===== src/shared/acq_event_pkg.sv =====
`default_nettype none
package acq_event_pkg;
  localparam int NUM_EVENTS = 24;
  // pending flag positions
  localparam int EV_TRIG      = 0;
  localparam int EV_FRAME_BEG = 1;
  localparam int EV_FIELD_BEG = 2;
  localparam int EV_ODD_BEG   = 3;
  localparam int EV_EVEN_BEG  = 4;
  localparam int EV_FRAME_ST  = 5;
  localparam int EV_FIELD_ST  = 6;
  localparam int EV_ODD_ST    = 7;
  localparam int EV_EVEN_ST   = 8;
  localparam int EV_BLUE_DONE = 9;
  localparam int EV_GREEN_DONE = 10;
  localparam int EV_RED_DONE  = 11;
  localparam int EV_PIN0      = 12;
  localparam int EV_IOINT     = 20;
  localparam int EV_SPARE0    = 21;
  localparam int DEB_W        = 16;
  localparam int PARITY_W     = 16;
  localparam logic [NUM_EVENTS-1:0] PEND_RESET = 24'h000000;
  localparam logic [7:0] PORT_RESET = 8'h00;
  localparam logic [DEB_W-1:0] DEB_RESET = 16'h0000;

  typedef struct packed {
    logic [7:0] pins;
    logic       strobeIn;
    logic       ioInt;
  } par_in_t;

  typedef struct packed {
    logic [7:0] pinRiseSel;
    logic       latchMode;
    logic       strobeHigh;
    logic       ioIntRise;
  } par_cfg_t;

  typedef struct packed {
    logic vsync;
    logic hsync;
    logic interlaced;
    logic frameStored;
    logic [2:0] xferDone;
  } acq_in_t;
endpackage
`default_nettype wire

===== src/rtl/acquisition_event_generator.sv =====
`timescale 1ns/1ps
`default_nettype none
module acquisition_event_generator
  import acq_event_pkg::*;
(
  input  wire logic                  clk,
  input  wire logic                  reset,
  input  wire logic                  extTrigger,
  input  wire logic                  trigActiveHigh,
  input  wire logic [DEB_W-1:0]      trigMinWidth,
  input  wire logic                  softTrigger,
  input  wire acq_in_t               acqIn,
  input  wire logic                  planarMode,
  input  wire par_in_t               parIn,
  input  wire par_cfg_t              parCfg,
  input  wire logic [7:0]            outValue,
  input  wire logic                  outStrobe,
  input  wire logic [NUM_EVENTS-1:0] eventEnable,
  input  wire logic [NUM_EVENTS-1:0] eventAck,
  output logic [NUM_EVENTS-1:0]      eventPending,
  output logic [7:0]                 inValue,
  output logic [7:0]                 parOut,
  output logic                       parStrobeOut,
  output logic                       oddField,
  output logic                       hostIrq
);
  typedef struct packed {
    logic [DEB_W-1:0]      debCnt;
    logic                  trigStable;
    logic                  vsPrev;
    logic [PARITY_W-1:0]   hsSinceVs;
    logic [PARITY_W-1:0]   lastHsGap;
    logic                  odd;
    logic                  frameHalf;
    logic                  fsPrev;
    logic [2:0]            xdPrev;
    logic                  strobePrev;
    logic [7:0]            latched;
    logic [7:0]            outR;
    logic                  outStrobeR;
    logic [NUM_EVENTS-1:0] pend;
  } state_t;

  state_t st_r;
  state_t st_nxt;

  logic [7:0]            pinPulse;
  logic                  ioIntPulse;
  logic                  strobeAct;
  logic                  vsRise;
  logic                  fsRise;
  logic [2:0]            xdRise;
  logic [NUM_EVENTS-1:0] evSet;
  logic                  trigRaw;

  // per-pin edge events with independent direction
  genvar gi;
  generate
    for (gi = 0; gi < 8; gi++) begin : g_pin
      edge_event u_pin (
        .clk    (clk),
        .reset  (reset),
        .sigIn  (parIn.pins[gi]),
        .riseSel(parCfg.pinRiseSel[gi]),
        .pulse  (pinPulse[gi])
      );
    end
  endgenerate

  edge_event u_ioint (
    .clk    (clk),
    .reset  (reset),
    .sigIn  (parIn.ioInt),
    .riseSel(parCfg.ioIntRise),
    .pulse  (ioIntPulse)
  );

  assign trigRaw   = trigActiveHigh ? extTrigger : ~extTrigger;
  assign vsRise    = acqIn.vsync & ~st_r.vsPrev;
  assign fsRise    = acqIn.frameStored & ~st_r.fsPrev;
  assign xdRise    = acqIn.xferDone & ~st_r.xdPrev;
  assign strobeAct = parCfg.strobeHigh ?
                     (parIn.strobeIn & ~st_r.strobePrev) :
                     (~parIn.strobeIn & st_r.strobePrev);

  always_comb begin
    logic nextOdd;
    logic trigEdge;
    nextOdd  = 1'b0;
    trigEdge = 1'b0;
    st_nxt = st_r;
    evSet  = '0;
    st_nxt.vsPrev     = acqIn.vsync;
    st_nxt.fsPrev     = acqIn.frameStored;
    st_nxt.xdPrev     = acqIn.xferDone;
    st_nxt.strobePrev = parIn.strobeIn;

    // debounce: level must stay active for trigMinWidth+1 cycles
    if (trigRaw != st_r.trigStable) begin
      if (st_r.debCnt >= trigMinWidth) begin
        st_nxt.trigStable = trigRaw;
        st_nxt.debCnt     = '0;
        trigEdge          = trigRaw;
      end else begin
        st_nxt.debCnt = st_r.debCnt + 1'b1;
      end
    end else begin
      st_nxt.debCnt = '0;
    end
    // software trigger input is ignored here on purpose
    evSet[EV_TRIG] = trigEdge;

    // field parity: hsync count since vsync; parity flips unless the gap is shorter than the last
    if (acqIn.hsync && !st_r.vsPrev) begin
      if (st_r.hsSinceVs != '1) begin
        st_nxt.hsSinceVs = st_r.hsSinceVs + 1'b1;
      end
    end
    nextOdd = 1'b1;
    if (vsRise) begin
      st_nxt.hsSinceVs = '0;
      st_nxt.lastHsGap = st_r.hsSinceVs;
      // a field at least as long as the previous one flips the parity
      nextOdd = acqIn.interlaced ?
                (st_r.hsSinceVs >= st_r.lastHsGap ? ~st_r.odd : st_r.odd)
                : 1'b1;
      st_nxt.odd = nextOdd;
      if (acqIn.interlaced) begin
        st_nxt.frameHalf = ~st_r.frameHalf;
      end else begin
        st_nxt.frameHalf = 1'b0;
      end
      evSet[EV_FRAME_BEG] = !acqIn.interlaced || nextOdd;
      evSet[EV_FIELD_BEG] = acqIn.interlaced;
      evSet[EV_ODD_BEG]   = acqIn.interlaced && nextOdd;
      evSet[EV_EVEN_BEG]  = acqIn.interlaced && !nextOdd;
    end

    if (fsRise) begin
      evSet[EV_FRAME_ST] = !acqIn.interlaced || !st_r.odd;
      evSet[EV_FIELD_ST] = acqIn.interlaced;
      evSet[EV_ODD_ST]   = acqIn.interlaced && st_r.odd;
      evSet[EV_EVEN_ST]  = acqIn.interlaced && !st_r.odd;
    end

    // one done per frame or field as presented by the transfer engine
    evSet[EV_BLUE_DONE]  = xdRise[0];
    evSet[EV_GREEN_DONE] = xdRise[1];
    evSet[EV_RED_DONE]   = xdRise[2];
    evSet[EV_PIN0 +: 8]  = pinPulse;
    evSet[EV_IOINT]      = ioIntPulse;

    if (parCfg.latchMode && strobeAct) begin
      st_nxt.latched = parIn.pins;
    end
    st_nxt.outR       = outValue;
    st_nxt.outStrobeR = outStrobe;

    // set wins over acknowledge
    st_nxt.pend = (st_r.pend & ~eventAck) | evSet;
  end

  always_ff @(posedge clk) begin
    if (reset) begin
      st_r          <= '0;
      st_r.odd      <= 1'b1;
      st_r.pend     <= PEND_RESET;
      st_r.latched  <= PORT_RESET;
      st_r.outR     <= PORT_RESET;
      st_r.debCnt   <= DEB_RESET;
    end else begin
      st_r <= st_nxt;
    end
  end

  assign eventPending = st_r.pend;
  assign inValue      = parCfg.latchMode ? st_r.latched : parIn.pins;
  assign parOut       = st_r.outR;
  assign parStrobeOut = st_r.outStrobeR;
  assign oddField     = st_r.odd;
  assign hostIrq      = |(st_r.pend & eventEnable);
endmodule // acquisition_event_generator
`default_nettype wire


===== src/rtl/edge_event.sv =====
`timescale 1ns/1ps
`default_nettype none
// edge detector against a registered previous value, pulse unregistered, selectable direction
module edge_event (
  input  wire logic clk,
  input  wire logic reset,
  input  wire logic sigIn,
  input  wire logic riseSel,
  output logic      pulse
);
  typedef struct packed {
    logic prev;
  } edge_state_t;
  edge_state_t st_r;
  edge_state_t st_nxt;

  always_comb begin
    st_nxt.prev = sigIn;
  end

  always_ff @(posedge clk) begin
    if (reset) begin
      st_r <= '0;
    end else begin
      st_r <= st_nxt;
    end
  end

  assign pulse = riseSel ? (sigIn & ~st_r.prev) : (~sigIn & st_r.prev);
endmodule // edge_event
`default_nettype wire


===== config.mk =====
export PLATFORM = sky130hd
export DESIGN_NAME = acquisition_event_generator
export DESIGN_NICKNAME = d
export VERILOG_FILES = /design/src/shared/acq_event_pkg.sv /design/src/rtl/acquisition_event_generator.sv /design/src/rtl/edge_event.sv
export SDC_FILE = /design/constraint.sdc
export NUM_CORES = 1
export LEC_CHECK = 0
export ABC_AREA = 1
export BUFFER_PORTS_ARGS = -buffer_cell sky130_fd_sc_hd__buf_2
export CAP_MARGIN = 10
export CORE_MARGIN = 2
export CORE_UTILIZATION = 53
export CTS_CLUSTER_SIZE = 16
export DETAILED_ROUTE_END_ITERATION = 8
export GPL_ROUTABILITY_DRIVEN = 0
export GPL_TIMING_DRIVEN = 0
export PLACE_DENSITY = 0.81
export SLEW_MARGIN = 20
export SYNTH_ARGS = -nofsm -noshare
export SYNTH_HDL_FRONTEND = slang
export SYNTH_SLANG_ARGS = --single-unit

===== constraint.sdc =====
create_clock -name clk -period 2.4 [get_ports clk]
set_input_delay 0.24 -clock clk [delete_from_list [all_inputs] [get_ports clk]]
set_output_delay 0.24 -clock clk [all_outputs]
set_load 0.05 [all_outputs]

* Word-level counts from Yosys, hierarchy flattened
Cells that the tools add are included.
Widths: inputs -> output; s select.
** Storage, ports and cells
- Bits in registers :: 106
- Input bits :: 107
** Operators by class
- Add/sub/neg operators :: 2
- $lt $le $gt $ge :: 2
- Equality and inequality tests :: 2
- Mux-type cells :: 18
- Bitwise logic cells :: 53
- Reduce and logical (&&, ||, !) cells :: 17
** Operators by type and width (count)
- $and 24x24->24 :: 2
- $add 16x1->16 const B :: 2
- $ge 16x16->1 :: 2
- $not 1->1 :: 25
- $not 24->24 :: 1
- $or 24x21->24 :: 1
- $reduce_or 24->1 :: 1
- $and 1x1->1 :: 22
- $ne 16x16->1 const B :: 1
- $mux 1 :: 15
- $mux 4 :: 2
- $mux 8 :: 1
- $logic_and 1x1->1 :: 6
- $logic_not 1->1 :: 4
- $reduce_and 2->1 :: 2
- $and 3x3->3 :: 1
- $not 3->3 :: 1
- $reduce_or 3->1 :: 1
- $logic_or 1x1->1 :: 2
- $reduce_or 2->1 :: 1
- $ne 1x1->1 :: 1

* Longest topological paths before layout
- Depth after elaboration :: 7
- Gate-level depth with buffers :: 15
- Gate-level depth less buffers :: 15

* Hierarchy
From an unflattened synthesis, not the netlist that was laid out.
** Second synthesis, totals
- Cells, all modules :: 749
- Area total of the unflattened synthesis :: 5408.9 sq um
** Modules (own cells, without submodules)
- acquisition_event_generator :: instances 1, cells an instance 677, area an instance 4969.8 sq um
- edge_event :: instances 9, cells an instance 8, area an instance 48.8 sq um

* Worst setup path after synthesis
OpenSTA, ideal clock, no wires.
- Path type :: input to output
- Start point :: in parCfg[2] in the netlist's numbering
- End point :: out inValue[5]
- Arrival time :: 1.536 ns
- Required time :: 2.160 ns
- Slack :: 0.624 ns
- Cell stages on the path :: 2
- Buffers on the path :: 1
- Cells stage by stage :: clkbuf_1 -> o21ai_0
** Between the ends
- Longest elaborated chain between the ends :: 1
** RTL lines
- start, declared :: line acquisition_event_generator.sv:15 : input wire par_cfg_t parCfg,
- $mux 8 :: line acquisition_event_generator.sv:177 : assign inValue = parCfg.latchMode ? st_r.latched : parIn.pins;
- end, declared :: line acquisition_event_generator.sv:21 : output logic [7:0] inValue,
Every way passes these cells.

* Worst setup path after layout
- Start point :: reg st_r[89] in the netlist's numbering
- End point :: reg st_r[88] in the netlist's numbering
** Between the ends
- Longest elaborated chain between the ends :: 2
** RTL lines
- start, declared :: line acquisition_event_generator.sv:44 : state_t st_r;
- start signal, assigned :: line acquisition_event_generator.sv:172 : st_r <= st_nxt;
- $ge 16x16->1 :: line acquisition_event_generator.sv:100 : if (st_r.debCnt >= trigMinWidth) begin
- $reduce_or 3->1 (no source line)
Every way passes these cells.
A chain may end at the register's enable or synchronous reset.

==> results summary <==
The number of global-route vias before repair came out at 4,699. The buffers inserted during post-CTS setup optimization came out at 0. The worst pin sits at a relative slew slack of 0.560.

Synthesis produced a netlist whose cell count is approximately 740. The final count of pins violating max slew came out at 0. The average wire per cell in the routed design came out at 12.5 microns. The number of maximum-capacitance constraint violations came out at 0. Setup violations remaining at the end of the flow were counted as 0. The mean number of vias per cell is roughly 5.

The count of clock tree sinks came out at about 110. The count of boundary I/O pins came out at 150. From bottom edge to top edge, the die measures roughly 110 microns. The depth of the CTS H-tree is 3. The share of synthesized registers carrying an async set or reset is 0.

The final wirelength is 13,000 microns. Derived from the worst setup path, the maximum achievable clock frequency is just under 500 MHz. The final routed DRC violation total is 0. The number of antenna violations at the first check in global routing came to 0. CTS placed an instance of sky130_fd_sc_hd__clkbuf_8 at the clock tree root. The leakage component of the power came out at between 3 and 4 nW. The fraction of the cycle the final worst path needs is 0.844. The arrival time of the worst setup path is between 2000 and 2500 ps. In this run the worst hold path is classified as input pin to register. For this run, the detailed router's first-pass iteration total came to 4.

The area share of the largest cell type after synthesis came out at 0.390. The post-synthesis net count is 885. The filler cell count is 902. The sequential share of the synthesized area is 0.390. The area of the die is 0.0111 sq mm. Summing over every cut layer, the via total after detailed routing is 5,098. Counting along the longest clock path gives a buffer depth of 2. The power density over the cells is approximately 550 mW/mm^2.

The average size of a mapped cell is 7.32 sq um. The die is between 100 and 150 microns wide. The total overflow reported by the global router is 0. The non-filler instance count after layout is about 1,000.

The launching element of the worst setup path is st_r[89]. The setup check on the worst reg-to-reg path leaves a slack of approximately 380 ps. The peak supply drop is between 300 and 400 uV. The number of flip-flops and latches in the synthesized netlist is 106.

The initialized floorplan defines 36 standard-cell rows. The worst hold path begins at eventAck[23]. The required time reported for the critical path endpoint came out at 2710 ps.

Of the cells placed in the final design, the portion with a size suffix greater than 1 is 0.231. The cell taking the most area after synthesis is sky130_fd_sc_hd__dfxtp_1. Buffers inserted during clock tree synthesis total 9.

The net count of the finished layout is 1,041. The total negative slack is 0 ps. The first-iteration detailed-routing DRC count came out at 250. The final hold violation count is 0. For the final database, setup skew stands at roughly 10 ps.

In this run the critical register-to-register path is launched from st_r[89]. From synthesis to final layout, the design area changed by 20.0%. At the end of the flow the core is filled with cells to 0.662. The critical setup path kind is register to register. The total placed cells including tap cells is 1,022. The wire length of the first global-routing pass is 21,400 microns. The netlist area before placement came out at around 0.0054 sq mm. The count of nets left with antenna violations after detail routing came out at 0.

The count of hold-fix buffers inserted at cts is 0. Entering global routing, the biggest net connects 18 pins. Setup repair after global routing left no endpoint under its margin. The HPWL after detailed placement is 10,100 microns. The combined global-route utilization of all metal layers is 0.237. The total inserted antenna cells is 0. The setup slack of the critical path after layout is 375 ps. Timing analysis after detailed placement gives a worst setup slack of 356 ps. The number of port buffers is 145. Yosys printed 0 warnings. The post-CTS resize count came out at 0. The number of synthesized flops with an enable pin came out at 0. For this configuration, the core starts out at a cell density of 0.552.

The slew at the pin with the worst max-slew slack is 660 ps. For this run, the leading register cell type out of synthesis is sky130_fd_sc_hd__dfxtp_1. The flow ran to the end, and the final reports show no timing, DRC or antenna violations. The peak fanout along the critical path is 10. The insertion delay of the later-clocked pin in the worst-skew pair is 370 ps.

Sorting the synthesized cells by area gives the leading types as sky130_fd_sc_hd__dfxtp_1 (39%), sky130_fd_sc_hd__nand2_1 (10%), sky130_fd_sc_hd__inv_1 (9.1%). TritonCTS built the clock tree. The clock transition time at the flip-flop clock pins of the worst setup and hold paths is roughly 100 ps. The core region is 0.00986 sq mm. STA classifies the critical path endpoint as a register. STA classifies the critical path startpoint as a register. Yosys mapped the design onto 38 distinct sky130hd cell types.

The clock period minus worst slack came out at 2020 ps. Overall power consumption after layout is estimated at 3.61 mW.
[metal layers]
metal  routed length, microns  vias up  global-route usage
li1                         -     2656                   -
met1                     5910     2282               0.298
met2                     6190      145               0.416
met3                      699       15              0.0439
met4                      183        0              0.0600
met5                        0        -                   0
[final timing paths]
check | endpoint | depth (start not counted)
worst min register to register | eventPending[9] | 1
worst max-delay path | st_r[88] | 10
worst min-delay path | eventPending[23] | 2
worst max register to register | st_r[88] | 10
[Yosys cell counts (3+ instances only)]
| cell type | n |
|---|---|
| sky130_fd_sc_hd__a221oi_1 | 6 |
| sky130_fd_sc_hd__nand3_1 | 17 |
| sky130_fd_sc_hd__inv_2 | 3 |
| sky130_fd_sc_hd__ha_1 | 34 |
| sky130_fd_sc_hd__clkbuf_1 | 13 |
| sky130_fd_sc_hd__nand2_1 | 147 |
| sky130_fd_sc_hd__buf_4 | 32 |
| sky130_fd_sc_hd__nor2_1 | 62 |
| sky130_fd_sc_hd__xor2_1 | 10 |
| sky130_fd_sc_hd__a21oi_1 | 69 |
| sky130_fd_sc_hd__o21ai_0 | 43 |
| sky130_fd_sc_hd__nor4_1 | 4 |
| sky130_fd_sc_hd__nand4_1 | 11 |
| sky130_fd_sc_hd__xnor2_1 | 7 |
| sky130_fd_sc_hd__o32ai_1 | 3 |
| sky130_fd_sc_hd__dfxtp_1 | 106 |
| sky130_fd_sc_hd__o221ai_1 | 8 |
| sky130_fd_sc_hd__nand3b_1 | 3 |
| sky130_fd_sc_hd__nor3_2 | 3 |
| sky130_fd_sc_hd__nor3_1 | 10 |
| sky130_fd_sc_hd__inv_1 | 132 |
[state kept, by name, summed over array words and instances, names as in the netlist]
register	cells
u_ioint.st_r	1
g_pin.u_pin.st_r	8
st_r	63
parOut	8
parStrobeOut	1
eventPending	24
oddField	1
[logic make-up after synthesis]
logic type               synth area share
AND/OR/NAND/NOR                     0.214
buffers and inverters               0.153
AO/OA/AOI/OAI                       0.138
flip-flops                          0.390
adder cells (fa/ha/maj)            0.0782
XOR/XNOR                           0.0274
[through the flow]
stage / instance area (sq um) / hold slack [ps]
2_1_floorplan: 5440 / 312
3_3_place_gp: 6330 / 404
3_5_place_dp: 6330 / 405
4_1_cts: 6530 / 4.53
5_1_grt: 6530 / 0.203
6_report: 6530 / 12.7
[layout make-up]
| class | instances | area, sq um | share of cell area |
|---|---|---|---|
| well taps | 133 | 166 | 0.0255 |
| plain buffers | 50 | 324 | 0.0496 |
| repair buffers | 145 | 726 | 0.111 |
| clock buffers | 11 | 131 | 0.0201 |
| clock inverters | 5 | 63.8 | 0.00977 |
| flip-flops and latches | 106 | 2120 | 0.325 |
| inverters | 135 | 507 | 0.0776 |
| multi-input cells | 453 | 2490 | 0.381 |
[cell usage in the layout (no fill, tap or decap), types with 2 or more instances in the layout]
master	count
sky130_fd_sc_hd__a21oi_1	69
sky130_fd_sc_hd__a221oi_1	6
sky130_fd_sc_hd__buf_1	2
sky130_fd_sc_hd__buf_2	146
sky130_fd_sc_hd__buf_4	32
sky130_fd_sc_hd__buf_6	2
sky130_fd_sc_hd__clkbuf_1	15
sky130_fd_sc_hd__clkbuf_8	9
sky130_fd_sc_hd__clkinv_4	2
sky130_fd_sc_hd__dfxtp_1	106
sky130_fd_sc_hd__ha_1	34
sky130_fd_sc_hd__inv_1	132
sky130_fd_sc_hd__inv_2	3
sky130_fd_sc_hd__nand2_1	147
sky130_fd_sc_hd__nand3_1	17
sky130_fd_sc_hd__nand3_2	2
sky130_fd_sc_hd__nand3b_1	3
sky130_fd_sc_hd__nand4_1	11
sky130_fd_sc_hd__nor2_1	62
sky130_fd_sc_hd__nor3_1	10
sky130_fd_sc_hd__nor3_2	3
sky130_fd_sc_hd__nor4_1	4
sky130_fd_sc_hd__o21ai_0	43
sky130_fd_sc_hd__o221ai_1	8
sky130_fd_sc_hd__o32ai_1	3
sky130_fd_sc_hd__or2_2	2
sky130_fd_sc_hd__xnor2_1	7
sky130_fd_sc_hd__xor2_1	10
[power by group]
| group | switching (mW) | leakage [nW] | internal (mW) |
|---|---|---|---|
| clock network | 0.611 | 0.0941 | 0.491 |
| registers | 0.0431 | 0.869 | 1.83 |
| logic | 0.409 | 2.25 | 0.228 |
| total | 1.06 | 3.22 | 2.55 |
[worst max-delay path, stage by stage (launching register included)]
cell	delay, ps
sky130_fd_sc_hd__dfxtp_1	430
sky130_fd_sc_hd__ha_1	290
sky130_fd_sc_hd__nand2_1	80
sky130_fd_sc_hd__inv_1	40
sky130_fd_sc_hd__nor3_1	170
sky130_fd_sc_hd__nand2_1	80
sky130_fd_sc_hd__nand2_1	50
sky130_fd_sc_hd__nand3_1	120
sky130_fd_sc_hd__nand3b_1	330
sky130_fd_sc_hd__buf_2	270
sky130_fd_sc_hd__nor2_1	120
No activity file was read; power rests on OpenSTA's default activity.
